--- src/common/rdc_pkg.sv ---
package rdc_pkg;

  // clock and automatic measurement timing
  localparam int CLK_HZ = 50_000_000;
  localparam int CYCLES_PER_MS = CLK_HZ / 1000;
  localparam int ECO_INTERVAL_MS = 10;
  localparam int FAST_INTERVAL_MS = 1;
  localparam int ECO_INTERVAL_CYCLES = ECO_INTERVAL_MS * CYCLES_PER_MS;
  localparam int FAST_INTERVAL_CYCLES = FAST_INTERVAL_MS * CYCLES_PER_MS;

  // register indices; byte address is four times the index
  localparam int IDX_W = 6;
  localparam logic [IDX_W-1:0] IDX_AUX_A = 6'h2E;
  localparam logic [IDX_W-1:0] IDX_RSVD_2F = 6'h2F;
  localparam logic [IDX_W-1:0] IDX_AUX_B = 6'h30;
  localparam logic [IDX_W-1:0] IDX_VIB = 6'h31;
  localparam logic [IDX_W-1:0] IDX_VSEL_ONE = 6'h32;
  localparam logic [IDX_W-1:0] IDX_VSEL_TWO = 6'h33;
  localparam logic [IDX_W-1:0] IDX_MAN_CTRL = 6'h34;
  localparam logic [IDX_W-1:0] IDX_RES_LOW = 6'h37;
  localparam logic [IDX_W-1:0] IDX_RES_HIGH = 6'h38;

  // reset values
  localparam logic [7:0] AUX_RESET = 8'h00;
  localparam logic [7:0] VIB_RESET = 8'h00;
  localparam logic [7:0] VSEL_RESET = 8'h00;
  localparam logic [7:0] MAN_RESET = 8'h00;
  localparam logic [9:0] RESULT_RESET = 10'h000;

  // auxiliary linear regulator control fields
  localparam int BIT_SEQ_TARGET = 7;
  localparam int VPIN_HI = 6;
  localparam int VPIN_LO = 5;
  localparam int BIT_VSEL = 4;
  localparam int BIT_PD_DIS = 3;
  localparam int EPIN_HI = 2;
  localparam int EPIN_LO = 1;
  localparam int BIT_ON = 0;

  // writable bit masks, reserved bits read zero
  localparam logic [7:0] VIB_MASK = 8'h3F;
  localparam logic [7:0] VSEL_ONE_MASK = 8'h9F;
  localparam logic [7:0] VSEL_TWO_MASK = 8'h01;
  localparam logic [7:0] MAN_MASK = 8'h2F;

  localparam int VIB_W = 6;
  localparam logic [VIB_W-1:0] VIB_BRAKE_CODE = 6'h00;

  localparam int BIT_DVS_LINEAR = 7;
  localparam int BIT_PERI_BUCK = 4;
  localparam int BIT_MEM_BUCK = 3;
  localparam int BIT_PROC_BUCK = 2;
  localparam int BIT_CORE_TWO = 1;
  localparam int BIT_CORE_ONE = 0;
  localparam int BIT_IO_BUCK = 0;

  // converter manual control fields
  localparam int BIT_FAST_INTERVAL = 5;
  localparam int BIT_MAN_START = 4;
  localparam int MUX_HI = 3;
  localparam int RES_W = 10;
  localparam int RES_LSB_HI = 7;
  localparam int RES_LSB_LO = 6;
  localparam logic [3:0] MUX_LAST_INPUT = 4'h4;
  localparam logic [3:0] MUX_FIRST_GROUP = 4'h8;
  localparam logic [3:0] MUX_LAST_GROUP = 4'hA;

  localparam int PIN_COUNT = 3;
  localparam logic [1:0] RESP_OKAY = 2'h0;
  localparam logic [1:0] RESP_SLVERR = 2'h2;

  typedef enum logic [1:0] {
    PIN_NONE = 2'h0,
    PIN_ONE = 2'h1,
    PIN_TWO = 2'h2,
    PIN_THIRTEEN = 2'h3
  } rdc_pin_sel_t;

  // event of the selected pin; no pin selected gives no event
  function automatic logic pin_pick(input logic [1:0] sel, input logic [PIN_COUNT-1:0] ev);
    logic r;
    r = 1'b0;
    unique case (rdc_pin_sel_t'(sel))
      PIN_NONE: r = 1'b0;
      PIN_ONE: r = ev[0];
      PIN_TWO: r = ev[1];
      PIN_THIRTEEN: r = ev[2];
    endcase
    return r;
  endfunction

  function automatic logic mux_legal(input logic [3:0] code);
    return (code <= MUX_LAST_INPUT) || (code >= MUX_FIRST_GROUP && code <= MUX_LAST_GROUP);
  endfunction

endpackage

--- src/common/rdc_pin_if.sv ---
`timescale 1ns/1ns
interface rdc_pin_if;
  import rdc_pkg::*;
  logic [PIN_COUNT-1:0] level;
  logic [PIN_COUNT-1:0] rise;
  logic [PIN_COUNT-1:0] fall;
  modport drive (output level, output rise, output fall);
  modport use_side (input level, input rise, input fall);
endinterface

--- src/hdl/rdc_regs.sv ---
`timescale 1ns/1ns
module rdc_regs
  import rdc_pkg::*;
#(
  parameter int ADDR_W = 8,
  parameter int ECO_CYCLES = ECO_INTERVAL_CYCLES,
  parameter int FAST_CYCLES = FAST_INTERVAL_CYCLES
)
(
  input wire logic aclk,
  input wire logic aresetn,
  input wire logic [ADDR_W-1:0] s_axi_awaddr,
  input wire logic [2:0] s_axi_awprot,
  input wire logic s_axi_awvalid,
  output logic s_axi_awready,
  input wire logic [31:0] s_axi_wdata,
  input wire logic [3:0] s_axi_wstrb,
  input wire logic s_axi_wvalid,
  output logic s_axi_wready,
  output logic [1:0] s_axi_bresp,
  output logic s_axi_bvalid,
  input wire logic s_axi_bready,
  input wire logic [ADDR_W-1:0] s_axi_araddr,
  input wire logic [2:0] s_axi_arprot,
  input wire logic s_axi_arvalid,
  output logic s_axi_arready,
  output logic [31:0] s_axi_rdata,
  output logic [1:0] s_axi_rresp,
  output logic s_axi_rvalid,
  input wire logic s_axi_rready,
  input wire logic pin_one,
  input wire logic pin_two,
  input wire logic pin_thirteen,
  input wire logic seq_slot_a,
  input wire logic seq_slot_b,
  output logic aux_a_on,
  output logic aux_a_voltage_b,
  output logic aux_a_pulldown,
  output logic aux_b_on,
  output logic aux_b_voltage_b,
  output logic aux_b_pulldown,
  output logic [VIB_W-1:0] vibration_level_code,
  output logic vibration_brake,
  output logic dvs_linear_choice,
  output logic peripheral_buck_choice,
  output logic memory_buck_choice,
  output logic processor_buck_choice,
  output logic core_buck_two_choice,
  output logic core_buck_one_choice,
  output logic io_buck_choice,
  output logic fast_interval,
  output logic auto_measure_tick,
  output logic convert_request,
  output logic [3:0] manual_input_selector,
  input wire logic convert_done,
  input wire logic [RES_W-1:0] convert_result
);
  typedef enum logic {MAN_IDLE, MAN_BUSY} rdc_man_state_t;
  localparam int TICK_W = $clog2(ECO_CYCLES + 1);
  localparam logic [TICK_W-1:0] ECO_RELOAD = TICK_W'(ECO_CYCLES - 1);
  localparam logic [TICK_W-1:0] FAST_RELOAD = TICK_W'(FAST_CYCLES - 1);

  // write channel holding registers
  logic aw_held;
  logic w_held;
  logic [IDX_W-1:0] aw_idx;
  logic [7:0] w_byte;
  logic w_lane0;
  logic wr_fire;
  logic rd_fire;

  // register contents
  logic [7:0] aux_a_ctrl;
  logic [7:0] aux_b_ctrl;
  logic [7:0] vibration_level;
  logic [7:0] vsel_one;
  logic [7:0] vsel_two;
  logic [7:0] man_cfg;
  logic [RES_W-1:0] result;
  rdc_man_state_t man_state;
  rdc_man_state_t next_man_state;
  logic man_write;
  logic man_start_req;
  logic [TICK_W-1:0] tick_count;

  rdc_pin_if pins ();

  function automatic logic idx_mapped(input logic [IDX_W-1:0] idx);
    return (idx >= IDX_AUX_A && idx <= IDX_MAN_CTRL) || idx == IDX_RES_LOW
      || idx == IDX_RES_HIGH;
  endfunction

  function automatic logic [7:0] read_byte(input logic [IDX_W-1:0] idx);
    logic [7:0] r;
    r = 8'h00;
    if (idx == IDX_AUX_A) begin
      r = aux_a_ctrl;
    end else if (idx == IDX_AUX_B) begin
      r = aux_b_ctrl;
    end else if (idx == IDX_VIB) begin
      r = vibration_level;
    end else if (idx == IDX_VSEL_ONE) begin
      r = vsel_one;
    end else if (idx == IDX_VSEL_TWO) begin
      r = vsel_two;
    end else if (idx == IDX_MAN_CTRL) begin
      r = man_cfg;
      r[BIT_MAN_START] = (man_state == MAN_BUSY);
    end else if (idx == IDX_RES_LOW) begin
      r[RES_LSB_HI:RES_LSB_LO] = result[1:0];
    end else if (idx == IDX_RES_HIGH) begin
      r = result[RES_W-1:2];
    end
    return r;
  endfunction

  // write path: address and data taken in either order
  assign s_axi_awready = !aw_held && !s_axi_bvalid;
  assign s_axi_wready = !w_held && !s_axi_bvalid;
  assign wr_fire = aw_held && w_held && !s_axi_bvalid;

  always_ff @(posedge aclk) begin
    if (!aresetn) begin
      aw_held <= 1'b0;
      aw_idx <= '0;
    end else if (s_axi_awvalid && s_axi_awready) begin
      aw_held <= 1'b1;
      aw_idx <= s_axi_awaddr[ADDR_W-1:2];
    end else if (wr_fire) begin
      aw_held <= 1'b0;
    end
  end

  always_ff @(posedge aclk) begin
    if (!aresetn) begin
      w_held <= 1'b0;
      w_byte <= 8'h00;
      w_lane0 <= 1'b0;
    end else if (s_axi_wvalid && s_axi_wready) begin
      w_held <= 1'b1;
      w_byte <= s_axi_wdata[7:0];
      w_lane0 <= s_axi_wstrb[0];
    end else if (wr_fire) begin
      w_held <= 1'b0;
    end
  end

  always_ff @(posedge aclk) begin
    if (!aresetn) begin
      s_axi_bvalid <= 1'b0;
      s_axi_bresp <= RESP_OKAY;
    end else if (wr_fire) begin
      s_axi_bvalid <= 1'b1;
      s_axi_bresp <= idx_mapped(aw_idx) ? RESP_OKAY : RESP_SLVERR;
    end else if (s_axi_bready) begin
      s_axi_bvalid <= 1'b0;
    end
  end

  // read path
  assign s_axi_arready = !s_axi_rvalid;
  assign rd_fire = s_axi_arvalid && s_axi_arready;

  always_ff @(posedge aclk) begin
    if (!aresetn) begin
      s_axi_rvalid <= 1'b0;
      s_axi_rdata <= 32'h0000_0000;
      s_axi_rresp <= RESP_OKAY;
    end else if (rd_fire) begin
      s_axi_rvalid <= 1'b1;
      s_axi_rdata <= {24'h00_0000, read_byte(s_axi_araddr[ADDR_W-1:2])};
      s_axi_rresp <= idx_mapped(s_axi_araddr[ADDR_W-1:2]) ? RESP_OKAY : RESP_SLVERR;
    end else if (s_axi_rready) begin
      s_axi_rvalid <= 1'b0;
    end
  end

  // pins and the two auxiliary regulators
  rdc_pin_sync u_pin_sync (
    .aclk(aclk),
    .aresetn(aresetn),
    .pin_raw({pin_thirteen, pin_two, pin_one}),
    .pins(pins.drive)
  );

  rdc_aux_linear u_aux_a (
    .aclk(aclk),
    .aresetn(aresetn),
    .wr_en(wr_fire && w_lane0 && aw_idx == IDX_AUX_A),
    .wr_data(w_byte),
    .seq_slot(seq_slot_a),
    .pins(pins.use_side),
    .ctrl(aux_a_ctrl)
  );

  rdc_aux_linear u_aux_b (
    .aclk(aclk),
    .aresetn(aresetn),
    .wr_en(wr_fire && w_lane0 && aw_idx == IDX_AUX_B),
    .wr_data(w_byte),
    .seq_slot(seq_slot_b),
    .pins(pins.use_side),
    .ctrl(aux_b_ctrl)
  );

  assign aux_a_on = aux_a_ctrl[BIT_ON];
  assign aux_a_voltage_b = aux_a_ctrl[BIT_VSEL];
  assign aux_a_pulldown = !aux_a_ctrl[BIT_ON] && !aux_a_ctrl[BIT_PD_DIS];
  assign aux_b_on = aux_b_ctrl[BIT_ON];
  assign aux_b_voltage_b = aux_b_ctrl[BIT_VSEL];
  assign aux_b_pulldown = !aux_b_ctrl[BIT_ON] && !aux_b_ctrl[BIT_PD_DIS];

  // vibration level and ramped voltage choices
  always_ff @(posedge aclk) begin
    if (!aresetn) begin
      vibration_level <= VIB_RESET;
      vsel_one <= VSEL_RESET;
      vsel_two <= VSEL_RESET;
    end else if (wr_fire && w_lane0) begin
      if (aw_idx == IDX_VIB) begin
        vibration_level <= w_byte & VIB_MASK;
      end
      if (aw_idx == IDX_VSEL_ONE) begin
        vsel_one <= w_byte & VSEL_ONE_MASK;
      end
      if (aw_idx == IDX_VSEL_TWO) begin
        vsel_two <= w_byte & VSEL_TWO_MASK;
      end
    end
  end

  assign vibration_level_code = vibration_level[VIB_W-1:0];
  assign vibration_brake = vibration_level[VIB_W-1:0] == VIB_BRAKE_CODE;
  assign dvs_linear_choice = vsel_one[BIT_DVS_LINEAR];
  assign peripheral_buck_choice = vsel_one[BIT_PERI_BUCK];
  assign memory_buck_choice = vsel_one[BIT_MEM_BUCK];
  assign processor_buck_choice = vsel_one[BIT_PROC_BUCK];
  assign core_buck_two_choice = vsel_one[BIT_CORE_TWO];
  assign core_buck_one_choice = vsel_one[BIT_CORE_ONE];
  assign io_buck_choice = vsel_two[BIT_IO_BUCK];

  // converter manual control: interval and selector
  assign man_write = wr_fire && w_lane0 && aw_idx == IDX_MAN_CTRL;
  assign man_start_req = man_write && w_byte[BIT_MAN_START] && mux_legal(w_byte[MUX_HI:0]);

  always_ff @(posedge aclk) begin
    if (!aresetn) begin
      man_cfg <= MAN_RESET;
    end else if (man_write) begin
      man_cfg <= w_byte & MAN_MASK;
    end
  end

  assign fast_interval = man_cfg[BIT_FAST_INTERVAL];
  assign manual_input_selector = man_cfg[MUX_HI:0];

  // start bit is the busy state; a new start wins over completion
  always_comb begin
    next_man_state = man_state;
    unique case (man_state)
      MAN_IDLE: begin
        if (man_start_req) begin
          next_man_state = MAN_BUSY;
        end
      end
      MAN_BUSY: begin
        if (convert_done && !man_start_req) begin
          next_man_state = MAN_IDLE;
        end
      end
    endcase
  end

  always_ff @(posedge aclk) begin
    if (!aresetn) begin
      man_state <= MAN_IDLE;
    end else begin
      man_state <= next_man_state;
    end
  end

  assign convert_request = man_state == MAN_BUSY;

  always_ff @(posedge aclk) begin
    if (!aresetn) begin
      result <= RESULT_RESET;
    end else if (man_state == MAN_BUSY && convert_done) begin
      result <= convert_result;
    end
  end

  // automatic measurement interval tick
  always_ff @(posedge aclk) begin
    if (!aresetn) begin
      tick_count <= ECO_RELOAD;
      auto_measure_tick <= 1'b0;
    end else if (tick_count == '0) begin
      tick_count <= fast_interval ? FAST_RELOAD : ECO_RELOAD;
      auto_measure_tick <= 1'b1;
    end else begin
      if (fast_interval && tick_count > FAST_RELOAD) begin
        tick_count <= FAST_RELOAD;
      end else begin
        tick_count <= tick_count - 1'b1;
      end
      auto_measure_tick <= 1'b0;
    end
  end
endmodule

--- src/hdl/rdc_pin_sync.sv ---
`timescale 1ns/1ns
module rdc_pin_sync
  import rdc_pkg::*;
(
  input wire logic aclk,
  input wire logic aresetn,
  input wire logic [PIN_COUNT-1:0] pin_raw,
  rdc_pin_if.drive pins
);
  logic [PIN_COUNT-1:0] meta;
  logic [PIN_COUNT-1:0] stable;
  logic [PIN_COUNT-1:0] last;

  always_ff @(posedge aclk) begin
    if (!aresetn) begin
      meta <= '0;
      stable <= '0;
      last <= '0;
    end else begin
      meta <= pin_raw;
      stable <= meta;
      last <= stable;
    end
  end

  assign pins.level = stable;
  assign pins.rise = stable & ~last;
  assign pins.fall = ~stable & last;
endmodule

--- src/hdl/rdc_aux_linear.sv ---
`timescale 1ns/1ns
module rdc_aux_linear
  import rdc_pkg::*;
(
  input wire logic aclk,
  input wire logic aresetn,
  input wire logic wr_en,
  input wire logic [7:0] wr_data,
  input wire logic seq_slot,
  rdc_pin_if.use_side pins,
  output logic [7:0] ctrl
);
  logic seq_target;
  logic [1:0] vpin;
  logic vsel;
  logic pd_dis;
  logic [1:0] epin;
  logic on;

  always_ff @(posedge aclk) begin
    if (!aresetn) begin
      seq_target <= AUX_RESET[BIT_SEQ_TARGET];
      vpin <= AUX_RESET[VPIN_HI:VPIN_LO];
      pd_dis <= AUX_RESET[BIT_PD_DIS];
      epin <= AUX_RESET[EPIN_HI:EPIN_LO];
    end else if (wr_en) begin
      seq_target <= wr_data[BIT_SEQ_TARGET];
      vpin <= wr_data[VPIN_HI:VPIN_LO];
      pd_dis <= wr_data[BIT_PD_DIS];
      epin <= wr_data[EPIN_HI:EPIN_LO];
    end
  end

  // voltage choice: software write, then pin edge
  always_ff @(posedge aclk) begin
    if (!aresetn) begin
      vsel <= AUX_RESET[BIT_VSEL];
    end else if (wr_en) begin
      vsel <= wr_data[BIT_VSEL];
    end else if (pin_pick(vpin, pins.rise)) begin
      vsel <= 1'b0;
    end else if (pin_pick(vpin, pins.fall)) begin
      vsel <= 1'b1;
    end
  end

  // enable: software write, then pin edge, then sequencer slot
  always_ff @(posedge aclk) begin
    if (!aresetn) begin
      on <= AUX_RESET[BIT_ON];
    end else if (wr_en) begin
      on <= wr_data[BIT_ON];
    end else if (pin_pick(epin, pins.rise)) begin
      on <= 1'b1;
    end else if (pin_pick(epin, pins.fall)) begin
      on <= 1'b0;
    end else if (seq_slot && epin == PIN_NONE) begin
      on <= seq_target;
    end
  end

  assign ctrl = {seq_target, vpin, vsel, pd_dis, epin, on};
endmodule

--- config.mk ---
export PLATFORM = sky130hd
export DESIGN_NAME = rdc_regs
export DESIGN_NICKNAME = d
export VERILOG_FILES = /design/src/common/rdc_pkg.sv /design/src/common/rdc_pin_if.sv /design/src/hdl/rdc_regs.sv /design/src/hdl/rdc_pin_sync.sv /design/src/hdl/rdc_aux_linear.sv
export SDC_FILE = /design/constraint.sdc
export NUM_CORES = 1
export LEC_CHECK = 0
export BUFFER_PORTS_ARGS = -buffer_cell sky130_fd_sc_hd__buf_2
export CAP_MARGIN = 30
export CORE_ASPECT_RATIO = 1.1
export CORE_MARGIN = 2
export CORE_UTILIZATION = 37
export DETAILED_ROUTE_END_ITERATION = 7
export PLACE_DENSITY_LB_ADDON = 0.1
export REMOVE_ABC_BUFFERS = 1
export SYNTH_ARGS = -nofsm -noshare
export SYNTH_HDL_FRONTEND = slang
export SYNTH_SLANG_ARGS = --single-unit
--- constraint.sdc ---
create_clock -name aclk -period 3.4 [get_ports aclk]
set_input_delay 0.51 -clock aclk [delete_from_list [all_inputs] [get_ports aclk]]
set_output_delay 0.51 -clock aclk [all_outputs]
set_load 0.05 [all_outputs]
## Yosys cells after proc, flatten, opt, wreduce, memory -nomap -nowiden

Cells that the tools add are included.

- Input port bits: 81
- Flip-flop bits (word level): 105
- Bits in latches: 0
- Bits in writable memories: 0
- Word-level logic and storage cells: 196
- Bits in read-only memories: 0
- Memories kept: 0

- Add/sub/neg operators: 1
- Eq/ne operators: 28
- Multiplexer cells: 67
- Bitwise operators: 5
- Shift-type cells: 0
- $mul: 0
- Magnitude comparators: 8
- Reduce and logical (&&, ||, !) cells: 54
- Div/mod/pow operators: 0

Operators by type and width:

| kind | count |
|---|---|
| $eq 6x6->1 const B | 16 |
| $mux 19 | 3 |
| $mux 8 | 7 |
| $mux 1 | 44 |
| $pmux 1 s4 | 8 |
| $logic_and 1x1->1 | 23 |
| $gt 19x16->1 const B | 1 |
| $logic_not 19->1 | 1 |
| $sub 19x1->19 const B | 1 |
| $eq 2x2->1 const B | 8 |
| $ge 6x6->1 const B | 2 |
| $le 6x6->1 const B | 2 |
| $logic_not 1->1 | 9 |
| $eq 2x1->1 const B | 4 |
| $logic_not 2->1 | 4 |
| $reduce_bool 2->1 | 4 |
| $reduce_bool 4->1 | 2 |
| $and 3x3->3 | 2 |
| $logic_not 6->1 | 1 |
| $mux 2 | 3 |
| $mux 6 | 1 |
| $not 3->3 | 2 |
| $reduce_and 2->1 | 3 |
| $reduce_bool 3->1 | 2 |
| 6 further kinds | 10 |

## Depth between registers and ports, before layout

- Word-level depth: 12
- Gate-level depth with buffers: 7
- Mapped depth without buffers: 7

## Hierarchy

From an unflattened synthesis, not the netlist that was laid out.

- Cell total of the unflattened synthesis: 569
- Area, all modules: 5013.6 um^2

By module, submodules not included:

| module | area an instance (um^2) | instances | cells each |
|---|---|---|---|
| rdc_regs | 3861.2 | 1 | 457 |
| rdc_aux_linear | 439.2 | 2 | 44 |
| rdc_pin_sync | 274.0 | 1 | 24 |

## Least setup slack after synthesis

OpenSTA, ideal clock, no wires.

- Path kind: reg2out
- From: register vibration_level[0]
- To: output vibration_brake
- Path buffers: 0
- Path slack: 0.781 ns
- Cell stages (with the launch flop): 3
- Arrival: 2.109 ns
- Path through: dfxtp_1 > or4_1 > nor3_1

- Cells in the longest elaborated chain, start to end: 1

RTL lines:

| element | line | source |
|---|---|---|
| from (decl) | rdc_regs.sv:75 | `logic [7:0] vibration_level;` |
| from (signal assigned) | rdc_regs.sv:221 | `vibration_level <= w_byte & VIB_MASK;` |
| $logic_not 6->1 | rdc_regs.sv:233 | `assign vibration_brake = vibration_level[VIB_W-1:0] == VIB_BRAKE_CODE;` |
| to (decl) | rdc_regs.sv:43 | `output logic vibration_brake,` |

Every way passes these cells.

## Worst setup path after layout

Same ends and word-level chain as after synthesis.

==> run_results.csv <==
group,metric,value,unit
global_route,grt_max_degree,56,
placed_design,dp_hpwl,9100,um
detailed_routing,vias_per_cell,5.06,
layout,final_cells,807,
synthesis,synth_common_cells,"dfxtp_1 (103), nand2_1 (76), nor2_1 (62)",
setup_path,reg2reg_depth,7,
hold_path,timing.hold.worst.class,"primary input to register",
global_route,grt_pass1_vias,3789,
detailed_routing,drc,0,
clock_network,cts_buffers,9,
placed_design,placement.io_buffers,85,
run,cap_violations,0,
status,run_status,"finished, final reports clean",
clock_network,ctsHoldBuffers,0,
detailed_routing,drt-total-wl,12200,um
synthesis,synth.most_common_cell,"dfxtp_1",
layout,final_area,5680,sq um
layout,seq_area,2060,sq um
hold_path,holdPathStages,2,
floorplan,core,13000,sq um
synthesis,synthFlopType,"dfxtp_1",
synthesis,synth.avg_cell_area,8.58,sq um
sta,finalClockSkew,6.59,ps
layout,syn2layout_area_growth,16.3,%
clock_network,post-cts-setup-buffer-count,0,
synthesis,synth-async-reset-ratio,0,%
synthesis,ys_seq_area_share,42.2,%
layout,final_util,43.5,%
setup_path,rrSetupSlack,1410,ps
layout,fillers,1318,
pwr,cellLeakagePower,0.00228,uW
pwr,ir_drop,0.194,mV
clock_network,clk_latency,350,ps
placed_design,place_area,5350,sq um
setup_path,critical_path_required,2890,ps
synthesis,synth-edff-count,0,
setup_path,cp.arrival,1650,ps
synthesis,synth_cells,569,
clock_network,cts.sinks,103,
floorplan,dieArea,14100,sq um
detailed_routing,dr.pass1.iters,4,
global_route,antenna_found_initial,0,
sta,min_period,2160,ps
setup_path,critPathCaptureType,"output port",
layout,drive_above_1_share,18.4,%
sta,finalSetupViolCount,0,
hold_path,hold_end,"s_axi_rvalid",
global_route,grt_pass1_wl,19400,um
synthesis,yosys.area.top_type_share,42.2,%
hold_path,min-delay-start,"s_axi_rready",
synthesis,synth.largest_area_cell,"dfxtp_1",
synthesis,synth_warnings,0,
placed_design,gp_congestion,0.835,
floorplan,row_count,44,
clock_network,clockBufferDepth,2,
global_route,grtUsageTotal,17.2,%
layout,multi_input_area,2570,sq um
sta,final_max_slew_viol_count,0,
clock_network,cts.root.buffer_cell,"clkbuf_16",
synthesis,yosys_register_bits,103,
floorplan,fp.dieW,114,um
sta,final_hold_viol_count,0,
clock_network,tritoncts,"built",
detailed_routing,postRouteAntennaNets,0,
sta,setup_tns,0,ps
sta,post-route-period-util,63.5,%
setup_path,start_kind,"register",
detailed_routing,drtIter0Drc,197,
pwr,power.density,474,nW/um^2
synthesis,synth_area_leaders,"dfxtp_1 (42%), mux2i_1 (6.4%), nand2_1 (5.8%)",
setup_path,crit_fanout,5,
clock_network,cts_resized,0,
detailed_routing,route.vias.total,4087,
sta,worstMarginPinSlew,597,ps
clock_network,clk_pin_slew_worst_paths,70,ps
sta,slew_headroom,60.1,%
sta,fmax,0.463,GHz
floorplan,io_pins,149,
sta,grt_setup_unrepaired,"no",
setup_path,r2r_end,"tick_count[3]",
setup_path,r2r_start,"tick_count[0]",
synthesis,synth_area,4880,sq um
placed_design,place_inst,792,
layout,n_antenna_cell,0,
floorplan,start_util,37.4,%
synthesis,synth.distinct_cells,65,
setup_path,worstSetupPathType,"register to output port",
clock_network,htree_levels,3,
global_route,grt_overflow,0,
layout,nets,725,
detailed_routing,wl_per_cell,15.1,um
floorplan,fp.dieH,124,um
pwr,p_total,2690,uW
==> state kept, by name, indices dropped and copies added (netlist names), 2 cells and up <==
name and cells:
tick_count 19, result 10, s_axi_rdata 8, w_byte 8, aw_idx 6, vibration_level 6, vsel_one 6, man_cfg 5
u_pin_sync.last 3, u_pin_sync.meta 3, u_pin_sync.pins.level 3, u_aux_a.epin 2, u_aux_a.vpin 2, u_aux_b.epin 2, u_aux_b.vpin 2
==> worst max-delay path: stages (launching register included) <==
cell and delay (ps):
dfxtp_1 370, or4_1 520, nor3_1 130, buf_2 290
==> final cells by class <==
class | instances | area share (%)
multi-input combinational | 428 | 45.3
tap | 161 | 3.55
inverter | 11 | 0.727
timing repair buffer | 89 | 8.24
sequential | 103 | 36.3
clock inverter | 3 | 1.15
clock buffer | 12 | 4.69
==> metal layers <==
| metal | vias to the layer above | track usage (%) | routed length (um) |
|---|---|---|---|
| met4 | 0 | 6.24 | 184 |
| li1 | 2090 | - | - |
| met1 | 1873 | 24.1 | 5940 |
| met2 | 112 | 27.1 | 5520 |
| met3 | 12 | 2.24 | 505 |
| met5 | - | 0 | 0 |
==> placed cells by master (no fill, tap or decap), types with 6 or more instances in the layout <==
| cell | synthesis | layout |
|---|---|---|
| dfxtp_1 | 103 | 103 |
| xnor2_1 | 10 | 10 |
| a21oi_1 | 40 | 40 |
| a31oi_1 | 7 | 7 |
| nand3_1 | 15 | 15 |
| nor3_1 | 11 | 11 |
| and2_1 | 14 | 14 |
| nor2b_1 | 9 | 9 |
| nor2_1 | 62 | 62 |
| a22oi_1 | 9 | 9 |
| clkbuf_16 | 0 | 9 |
| a211oi_1 | 8 | 8 |
| buf_2 | 5 | 85 |
| inv_1 | 10 | 10 |
| nand2_1 | 76 | 76 |
| mux2i_1 | 31 | 31 |
| nand2b_1 | 8 | 8 |
| conb_1 | 1 | 26 |
| o21ai_0 | 22 | 22 |
| o22ai_1 | 6 | 6 |
==> power breakdown <==
| part | internal [uW] | switching (uW) | total, uW |
|---|---|---|---|
| Sequential | 1240 | 36.6 | 1270 |
| Clock | 700 | 443 | 1140 |
| Combinational | 75.3 | 199 | 274 |
==> worst max path at each step <==
stage	from	endpoint	slack, ps	depth (start not counted)
floorplan	vibration_level[0]	vibration_brake	780	2
global placement	s_axi_araddr[2]	s_axi_rdata[0]	1210	6
detailed placement	s_axi_araddr[2]	s_axi_rdata[0]	1160	6
CTS	vibration_level[0]	vibration_brake	1230	3
global route	vibration_level[0]	vibration_brake	1190	3
finish	vibration_level[0]	vibration_brake	1240	3
==> kinds of logic (layout without fill, tap and decap cells) <==
logic type	Yosys count	in the layout	synth area share (%)
compound gates	122	122	16.4
simple gates	230	230	23.9
mux	33	33	7.28
flops	103	103	42.2
buf+inv	63	115	6.97
fa+ha+maj	2	2	0.512
xor+xnor	15	15	2.69
other cells	1	26	0.0768
==> stage by stage <==
step / hold slack (ps) / setup WS, ps
2_1_floorplan: 412 / 781
3_3_place_gp: 419 / 1210
3_5_place_dp: 419 / 1160
4_1_cts: 342 / 1230
5_1_grt: 353 / 1190
6_report: 348 / 1240
Note: power is estimated with default switching activity, not from simulation.
